`config.mk`:
```
export PLATFORM = sky130hd
export DESIGN_NAME = parallel_io_ports
export DESIGN_NICKNAME = d
export VERILOG_FILES = /design/src/hdl/pio_pkg.sv /design/src/hdl/parallel_io_ports.sv
export SDC_FILE = /design/constraint.sdc
export NUM_CORES = 2
export LEC_CHECK = 0
export BUFFER_PORTS_ARGS = -buffer_cell sky130_fd_sc_hd__buf_4
export CORE_AREA = 3 3 474 476
export DETAILED_ROUTE_END_ITERATION = 10
export DIE_AREA = 0 0 477 479
export PLACE_DENSITY_LB_ADDON = 0.08
export SYNTH_ARGS = -nofsm -noshare
export SYNTH_HDL_FRONTEND = slang
export SYNTH_SLANG_ARGS = --single-unit
```
`constraint.sdc`:
```
create_clock -name clk -period 7.8 [get_ports clk]
set_input_delay 0.78 -clock clk [delete_from_list [all_inputs] [get_ports clk]]
set_output_delay 0.78 -clock clk [all_outputs]
set_load 0.02 [all_outputs]
```
`src/hdl/pio_pkg.sv`:
```
// Purpose: Shared constants and types for the parallel port block.
// Assumes: Nine ports, each held in a 16-bit slot, one clock domain.
// Notes:   Slots wider than a port carry zero in the unused bits.

package pio_pkg;

    // ------------------------------------------------------------
    // Geometry
    // ------------------------------------------------------------
    localparam int NUM_PORTS = 9;
    localparam int PORT_W = 16;
    localparam logic [3:0] INPUT_ONLY_PORT = 4'h5;
    localparam logic [3:0] SEG_PORT = 4'h4;
    localparam int SEG_W = 8;

    // Implemented lines per port; port 3 lacks line 14.
    localparam logic [8:0][15:0] IMPL_MASK = {
        16'h00FF, 16'h00FF, 16'h00FF, 16'hFFFF, 16'h00FF,
        16'hBFFF, 16'hFFFF, 16'hFFFF, 16'hFFFF};

    // Ports whose drivers can run open drain: 2, 3, 4, 6, 7 and 8.
    localparam logic [8:0] OD_CAPABLE = 9'h1DC;

    // Ports with two threshold bits (one per byte): 2, 3 and 5.
    localparam logic [8:0] THR_TWO_BITS = 9'h02C;

    // ------------------------------------------------------------
    // Reset values
    // ------------------------------------------------------------
    localparam logic [15:0] RST_DIR = 16'h0000;
    localparam logic [15:0] RST_LATCH = 16'h0000;
    localparam logic [15:0] RST_OD = 16'h0000;
    localparam logic [15:0] RST_ALT = 16'h0000;
    localparam logic [1:0] RST_THR = 2'h0;

    // ------------------------------------------------------------
    // Access selectors
    // ------------------------------------------------------------
    typedef enum logic [2:0] {
        SEL_DATA,
        SEL_DIR,
        SEL_OD,
        SEL_ALT,
        SEL_THR
    } reg_sel_t;

    typedef enum logic [1:0] {
        RMW_AND,
        RMW_OR,
        RMW_XOR
    } rmw_op_t;

endpackage

```
`src/hdl/parallel_io_ports.sv`:
```
// Purpose: Nine general purpose I/O ports with direction, open drain,
//          threshold select and alternate function combining.
// Assumes: Pins arrive asynchronously; peripherals are on clk.
// Notes:   Pin drive follows the control state by one clock.
//
// How it works
// RQ1 - Port three has fifteen lines, line fourteen absent.
// RQ2 - Ports zero, one written as two bytes.
// RQ3 - Port five is sixteen input-only lines.
// RQ4 - Ports 2,3,4,6,7,8 have per-pin open drain.
// RQ5 - Open drain drives low only, releases high.
// RQ6 - Every pin sampled each clock, any direction.
// RQ7 - Input pin: write latch, read pin sample.
// RQ8 - Input pin RMW takes pin, stores latch.
// RQ9 - Output pin: driver on, read returns latch.
// RQ10 - Output pin RMW takes latch, changes pin.
// RQ11 - Threshold: one bit per byte port.
// RQ12 - Direction, output mode ignore threshold selection.
// RQ13 - Alternate output drives only when direction output.
// RQ14 - Latch ANDed with alternate data, except PWM.
// RQ15 - All directions are input after reset.
// RQ16 - Output pin feeds latch to alternate input.
// RQ17 - Hardware may switch direction automatically.
// RQ18 - Software sets direction before alternate enable.
// RQ19 - Port four can output segment address.
// RQ20 - One alternate function per line, else GPIO.

`timescale 1ns/1ps
`default_nettype none

module parallel_io_ports
    import pio_pkg::*;
(
    input wire logic clk,
    input wire logic nrst,
    input wire logic [8:0][15:0] pin_in,
    output logic [8:0][15:0] pin_out,
    output logic [8:0][15:0] pin_oe,
    output logic [8:0][1:0] thr_sel,
    input wire logic acc_wr,
    input wire logic acc_rd,
    input wire logic acc_rmw,
    input wire rmw_op_t rmw_op,
    input wire reg_sel_t acc_sel,
    input wire logic [3:0] acc_port,
    input wire logic [1:0] acc_be,
    input wire logic [15:0] acc_wdata,
    output logic [15:0] acc_rdata,
    input wire logic [8:0][15:0] alt_out_data,
    input wire logic [8:0][15:0] alt_is_pwm,
    output logic [8:0][15:0] alt_in,
    input wire logic [8:0][15:0] auto_dir_en,
    input wire logic [8:0][15:0] auto_dir,
    input wire logic seg_en,
    input wire logic [7:0] seg_addr
);

    // ------------------------------------------------------------
    // State
    // ------------------------------------------------------------
    typedef struct packed {
        logic [8:0][15:0] latch;
        logic [8:0][15:0] dir;
        logic [8:0][15:0] od;
        logic [8:0][15:0] alt_en;
        logic [8:0][1:0] thr;
        logic [8:0][15:0] in_meta;
        logic [8:0][15:0] in_samp;
        logic [8:0][15:0] out;
        logic [8:0][15:0] oe;
        logic [8:0][15:0] alt_in;
        logic [15:0] rdata;
    } state_t;

    state_t st_ff;
    state_t nxt_st;

    // Next state: sampling, drive, alternate paths and software access.
    always_comb begin
        logic eff_dir;
        logic dat;
        logic [15:0] bemask;
        logic [15:0] src;
        logic [15:0] res;
        logic [15:0] view;
        eff_dir = 1'b0;
        dat = 1'b0;
        bemask = {{8{acc_be[1]}}, {8{acc_be[0]}}};
        src = 16'h0000;
        res = 16'h0000;
        view = 16'h0000;
        nxt_st = st_ff;

        // Two stage pin sampling; only the second stage is used.
        nxt_st.in_meta = pin_in; // RQ6
        nxt_st.in_samp = st_ff.in_meta; // RQ6

        // Pin drive per line.
        for (int p = 0; p < NUM_PORTS; p++) begin
            for (int b = 0; b < PORT_W; b++) begin
                // Hardware owned direction overrides the register.
                eff_dir = auto_dir_en[p][b] ? auto_dir[p][b] // RQ17
                                            : st_ff.dir[p][b];
                dat = st_ff.latch[p][b];
                if (st_ff.alt_en[p][b]) begin
                    // Latch gates the alternate data except for PWM.
                    dat = alt_is_pwm[p][b] ? alt_out_data[p][b] // RQ14
                        : (st_ff.latch[p][b] & alt_out_data[p][b]);
                end
                if (seg_en && p == int'(SEG_PORT) && b < SEG_W) begin
                    eff_dir = 1'b1; // RQ19
                    dat = seg_addr[b]; // RQ19
                end
                if (!IMPL_MASK[p][b] || p == int'(INPUT_ONLY_PORT)) begin
                    eff_dir = 1'b0; // RQ1 RQ3
                end
                nxt_st.out[p][b] = dat;
                // Open drain releases the pin when driving a one.
                nxt_st.oe[p][b] = eff_dir & // RQ9 RQ13
                    ~(st_ff.od[p][b] & dat); // RQ5
                // Alternate input sees the latch when the direction register selects output.
                // Lines that do not exist always read as zero.
                nxt_st.alt_in[p][b] = IMPL_MASK[p][b] & // RQ1
                    (st_ff.dir[p][b] ? st_ff.latch[p][b] // RQ16
                                     : st_ff.in_samp[p][b]);
            end
        end

        // Software access to the selected port.
        if (acc_port < 4'(NUM_PORTS)) begin
            // Read source: pin for inputs, latch for outputs.
            src = ((st_ff.dir[acc_port] & st_ff.latch[acc_port]) | // RQ9
                   (~st_ff.dir[acc_port] & st_ff.in_samp[acc_port])) // RQ7
                  & IMPL_MASK[acc_port];
            case (rmw_op)
                RMW_AND: res = src & acc_wdata; // RQ8 RQ10
                RMW_OR: res = src | acc_wdata;
                RMW_XOR: res = src ^ acc_wdata;
                default: res = src;
            endcase
            if (!acc_rmw) begin
                res = acc_wdata;
            end
            res = res & IMPL_MASK[acc_port]; // RQ1
            case (acc_sel)
                SEL_DATA: view = src;
                SEL_DIR: view = st_ff.dir[acc_port];
                SEL_OD: view = st_ff.od[acc_port];
                SEL_ALT: view = st_ff.alt_en[acc_port];
                SEL_THR: view = {14'h0000, st_ff.thr[acc_port]};
                default: view = 16'h0000;
            endcase
            if (acc_rd) begin
                nxt_st.rdata = view;
            end
            if (acc_wr || acc_rmw) begin
                // Each byte lane written on its own; threshold writes ignore acc_be.
                case (acc_sel)
                    SEL_DATA: nxt_st.latch[acc_port] = // RQ2 RQ7
                        (st_ff.latch[acc_port] & ~bemask) | (res & bemask);
                    SEL_DIR: if (acc_port != INPUT_ONLY_PORT) begin
                        nxt_st.dir[acc_port] =
                            (st_ff.dir[acc_port] & ~bemask) |
                            (res & bemask);
                    end
                    SEL_OD: if (OD_CAPABLE[acc_port]) begin
                        nxt_st.od[acc_port] = // RQ4
                            (st_ff.od[acc_port] & ~bemask) |
                            (res & bemask);
                    end
                    SEL_ALT: nxt_st.alt_en[acc_port] = // RQ20
                        (st_ff.alt_en[acc_port] & ~bemask) | (res & bemask);
                    SEL_THR: begin
                        // Threshold only goes to the pads.
                        nxt_st.thr[acc_port][0] = res[0]; // RQ11 RQ12
                        nxt_st.thr[acc_port][1] =
                            res[1] & THR_TWO_BITS[acc_port]; // RQ11
                    end
                    default: nxt_st.latch = st_ff.latch;
                endcase
            end
        end
    end

    // State register.
    always_ff @(posedge clk or negedge nrst) begin
        if (!nrst) begin
            st_ff <= '0;
            st_ff.dir <= {NUM_PORTS{RST_DIR}}; // RQ15
            st_ff.latch <= {NUM_PORTS{RST_LATCH}};
            st_ff.od <= {NUM_PORTS{RST_OD}};
            st_ff.alt_en <= {NUM_PORTS{RST_ALT}};
            st_ff.thr <= {NUM_PORTS{RST_THR}};
        end else begin
            st_ff <= nxt_st;
        end
    end

    // Outputs straight from flip-flops.
    assign pin_out = st_ff.out;
    assign pin_oe = st_ff.oe;
    assign alt_in = st_ff.alt_in;
    assign thr_sel = st_ff.thr;
    assign acc_rdata = st_ff.rdata;

    logic dir_written_ff;

    // Tracks whether any direction write has happened since reset.
    always_ff @(posedge clk or negedge nrst) begin
        if (!nrst) begin
            dir_written_ff <= 1'b0;
        end else if ((acc_wr || acc_rmw) && acc_sel == SEL_DIR) begin
            dir_written_ff <= 1'b1;
        end
    end
endmodule

`default_nettype wire

```
==> metrics.txt <==
# TYPE chip_impl_metric gauge
chip_impl_metric{name="period_minus_slack",unit="ns"} 4.88
chip_impl_metric{name="net-switching-power",unit="mW"} 5.01
chip_impl_metric{name="met1_length",unit="um"} 119000
chip_impl_metric{name="finalPower",unit="mW"} 17.3
chip_impl_metric{name="pin_count",unit=""} 1227
chip_impl_metric{name="area.sequential",unit="sq mm"} 0.0312
chip_impl_info{name="worst_r2r_startpoint",value="st_ff[1279]"} 1
chip_impl_info{name="cp-start-kind",value="input port"} 1
chip_impl_metric{name="fp-row-count",unit=""} 173
chip_impl_metric{name="clock_sinks",unit=""} 1248
chip_impl_metric{name="drive_gt1_share",unit="%"} 30.3
chip_impl_metric{name="globalplace.congestion",unit=""} 0.812
chip_impl_metric{name="largest_driver_fanout_on_the_critical_path",unit=""} 42
chip_impl_metric{name="first_global_vias",unit=""} 43100
chip_impl_metric{name="worst-r2r-setup-slack",unit="ns"} 3.35
chip_impl_metric{name="floorplan.initialDensity",unit="%"} 25.6
chip_impl_metric{name="max-cap-violations",unit=""} 0
chip_impl_metric{name="final_routed_wire_length_divided_by_cell_count",unit="um"} 29.7
chip_impl_metric{name="final.setup.tns",unit="ns"} 0
chip_impl_metric{name="power_per_cell_area",unit="mW/mm^2"} 244
chip_impl_info{name="mostFrequentLayoutCells",value="sky130_fd_sc_hd__dfrtp_1 (1,248), sky130_fd_sc_hd__buf_4 (1,115), sky130_fd_sc_hd__a21oi_1 (527)"} 1
chip_impl_metric{name="comb_power_share",unit="%"} 14.5
chip_impl_metric{name="pwr-share-clk",unit="%"} 42.3
chip_impl_metric{name="cp_data_required_time",unit="ns"} 8.43
chip_impl_metric{name="layoutNonFillerInstCount",unit=""} 8928
chip_impl_info{name="worstHoldStart",value="pin_in[134]"} 1
chip_impl_metric{name="routed-wl-met3",unit="um"} 16000
chip_impl_metric{name="min_period_over_period",unit="%"} 62.6
chip_impl_metric{name="timing.final.setup_violations",unit=""} 0
chip_impl_metric{name="async_reset_ff_share",unit="%"} 100
chip_impl_metric{name="multi_input_area",unit="sq mm"} 0.0202
chip_impl_metric{name="worst_ir_drop_vdd",unit="mV"} 0.218
chip_impl_metric{name="final_antenna_net_count",unit=""} 0
chip_impl_metric{name="reg2regPathDepth",unit=""} 11
chip_impl_metric{name="synthesis.instances",unit=""} 5072
chip_impl_info{name="maxUsedRoutingLayer",value="met5"} 1
chip_impl_metric{name="power.internal",unit="mW"} 12.3
chip_impl_info{name="synthDominantAreaCellType",value="sky130_fd_sc_hd__dfrtp_1"} 1
chip_impl_metric{name="detailroute.via_count",unit=""} 41900
chip_impl_info{name="min-delay-path-class",value="input port to register"} 1
chip_impl_info{name="most_common_cell_after_layout_fill_and_taps_aside",value="sky130_fd_sc_hd__dfrtp_1"} 1
chip_impl_info{name="grt_setup_unrepaired",value="no"} 1
chip_impl_metric{name="detail_route.drc_violations",unit=""} 0
chip_impl_metric{name="max_buffers_root_to_sink",unit=""} 3
chip_impl_info{name="tritoncts",value="done"} 1
chip_impl_metric{name="report.final.hold_viol_count",unit=""} 0
chip_impl_metric{name="number_of_synthesis_warnings",unit=""} 0
chip_impl_info{name="timing.critical_path.max_delay_family",value="compound AO/OA/AOI/OAI gates"} 1
chip_impl_metric{name="timing.slew.headroom",unit="%"} 18.3
chip_impl_info{name="run_status",value="finished, final reports clean"} 1
chip_impl_metric{name="fin_util",unit="%"} 32.1
chip_impl_metric{name="wl_met2",unit="um"} 125000
chip_impl_info{name="worst_setup_path_end_kind",value="register"} 1
chip_impl_metric{name="static-leakage-power",unit="nW"} 33.3
chip_impl_metric{name="ys_seq_area_share",unit="%"} 55.0
chip_impl_metric{name="grt_first_pass_wirelength",unit="um"} 362000
chip_impl_metric{name="yosys.area.top_type_share",unit="%"} 55.0
chip_impl_metric{name="clock_tree.htree_level_count",unit=""} 4
chip_impl_info{name="clk_root_buffer_cell",value="sky130_fd_sc_hd__clkbuf_16"} 1
chip_impl_metric{name="1st_pass_router_iterations",unit=""} 6
chip_impl_info{name="post_synth_main_area_contributors",value="sky130_fd_sc_hd__dfrtp_1 (55%), sky130_fd_sc_hd__buf_4 (6.7%), sky130_fd_sc_hd__mux2i_1 (6.5%)"} 1
chip_impl_metric{name="drt_iter0_drc",unit=""} 2933
chip_impl_metric{name="final_max_slew_violation_count",unit=""} 0
chip_impl_metric{name="avgViaCountPerCell",unit=""} 4.69
chip_impl_metric{name="summed_instance_area_of_the_synthesized_netlist",unit="sq mm"} 0.0567
chip_impl_info{name="synth_flop_cell",value="sky130_fd_sc_hd__dfrtp_1"} 1
chip_impl_metric{name="area.growth.synth_to_final",unit="%"} 25.2
chip_impl_metric{name="max_freq",unit="MHz"} 205
chip_impl_metric{name="synth.ff_latch_count",unit=""} 1248
chip_impl_metric{name="buffer_and_inverter_count_on_the_worst_path",unit=""} 3
chip_impl_metric{name="clk_pin_slew",unit="ns"} 0.06
chip_impl_metric{name="core_region_area",unit="sq mm"} 0.221
chip_impl_metric{name="fillers",unit=""} 22800
chip_impl_metric{name="pin_count_of_the_biggest_net_entering_global_routing",unit=""} 158
chip_impl_metric{name="groute.usage.overall",unit="%"} 22.6
chip_impl_metric{name="number_of_antenna_violations_at_the_first_check_in_global_routing",unit=""} 33
chip_impl_metric{name="nNetsFinal",unit=""} 6612
chip_impl_info{name="cpMaxStageDelayCell",value="sky130_fd_sc_hd__a211oi_4"} 1
chip_impl_info{name="rr_endpoint",value="st_ff[1311]"} 1
chip_impl_metric{name="synth-edff-count",unit=""} 0
chip_impl_metric{name="netSwitchingFraction",unit="%"} 28.9
chip_impl_metric{name="number_of_i_o_port_buffers",unit=""} 1046
chip_impl_metric{name="pwr-share-seq",unit="%"} 43.2
chip_impl_metric{name="post_cts_buffers",unit=""} 0
chip_impl_metric{name="cts_made_buffers",unit=""} 155
chip_impl_metric{name="post_synth_num_cell_types",unit=""} 97
chip_impl_metric{name="hold-path-cell-count",unit=""} 1
chip_impl_info{name="timing.hold.worst_endpoint",value="nxt_st[582]"} 1
chip_impl_info{name="worstPathCellList",value="clkbuf_8, inv_4, buf_4, nand2_1, a211oi_1, o22ai_1, mux2_2, nand2b_1, ha_1, o221ai_2, o21ai_0, a211oi_4, a21oi_1"} 1
chip_impl_metric{name="skew",unit="ns"} 0.0323
chip_impl_metric{name="hpwlAfterDp",unit="um"} 194000
chip_impl_metric{name="die_x",unit="um"} 477
chip_impl_metric{name="synth.avg_cell_area",unit="sq um"} 11.2
chip_impl_metric{name="critPathArrivalTime",unit="ns"} 5.51
chip_impl_metric{name="die_y",unit="um"} 479
chip_impl_metric{name="clock_insertion_delay_worst_skew",unit="ns"} 0.82
chip_impl_metric{name="design.die.area",unit="sq mm"} 0.228
chip_impl_metric{name="critPathMaxStageDelay",unit="ns"} 0.98
chip_impl_metric{name="wirelength",unit="um"} 266000
chip_impl_metric{name="pin_slew_with_the_least_headroom_to_its_limit",unit="ns"} 1.23
chip_impl_metric{name="gr-total-overflow",unit=""} 0
chip_impl_metric{name="dp.cells",unit=""} 8502
chip_impl_info{name="critPathKind",value="input port to register"} 1
-- power groups by stage --
stage / clock [mW] / combinational (mW) / sequential, mW
global placement: 0 / 2.47 / 7.59
global route: 7.81 / 2.73 / 7.53
detailed placement: 0 / 2.49 / 7.60
floorplan: 0 / 1.60 / 7.31
CTS: 7.55 / 2.55 / 7.49
finish: 7.32 / 2.51 / 7.48
-- registers in the layout, indices dropped and copies added, names as in the netlist --
name	count
acc_rdata	16
st_ff	720
pin_out	144
thr_sel	18
pin_oe	95
nxt_st	144
alt_in	111
-- cells by family (layout without fill, tap and decap cells) --
kind of cell / Yosys count / in the layout / share of synthesized area, %
AO/OA/AOI/OAI: 1313 / 1313 / 14.5
adder cells (fa/ha/maj): 32 / 32 / 0.706
buffers and inverters: 961 / 1750 / 10.3
flip-flops: 1248 / 1248 / 55.0
multiplexers: 656 / 656 / 12.3
other: 1 / 93 / 0.00661
AND/OR/NAND/NOR: 861 / 861 / 7.13
-- how the worst max path moves through the flow --
stage,from,end,cells after the start
detailed placement,acc_port[3],st_ff[1311],13
global placement,acc_port[3],st_ff[1263],16
CTS,acc_port[3],st_ff[1311],16
finish,acc_port[3],st_ff[1311],13
global route,acc_port[3],st_ff[1311],16
floorplan,acc_port[1],st_ff[1272],16
-- synthesized netlist by cell type (all sizes together) (68+ instances only) --
cell type and number:
a211oi 125, a21oi 531, buf 621, clkbuf 136
dfrtp 1248, inv 203, mux2 283, mux2i 371
nand2 363, nor2 280, nor2b 96, o21ai 280
o221ai 68, o22ai 90
-- metrics by stage --
step	setup WS [ns]	hold WS, ns	cell area (sq um)
6_report	2.92	0.0929	71100
5_1_grt	2.80	0.0190	71000
4_1_cts	3.08	0.000468	71000
3_5_place_dp	2.19	0.335	64600
3_3_place_gp	2.20	0.331	64600
2_1_floorplan	3.81	0.331	57000
-- layer usage --
layer | up-vias | track usage (%)
met3 | 261 | 4.80
met1 | 21500 | 30.8
met5 | - | 0
met2 | 1420 | 36.8
met4 | 6 | 5.23
li1 | 18700 | -
-- final cells by class --
cell class | instances | share of cell area, %
tap | 2975 | 5.24
sequential | 1248 | 44.0
multi-input combinational | 2944 | 28.4
antenna | 11 | 0.0387
clock inverter | 50 | 0.826
clock buffer | 230 | 6.37
inverter | 204 | 1.09
timing repair buffer | 1266 | 14.1
-- repair_timing --
action / in CTS / in global routing
gates resized for setup: 0 / 0
endpoints found under the hold margin: 234 / 0
hold buffers: 135 / 0
Note: power is estimated with default switching activity, not from simulation.
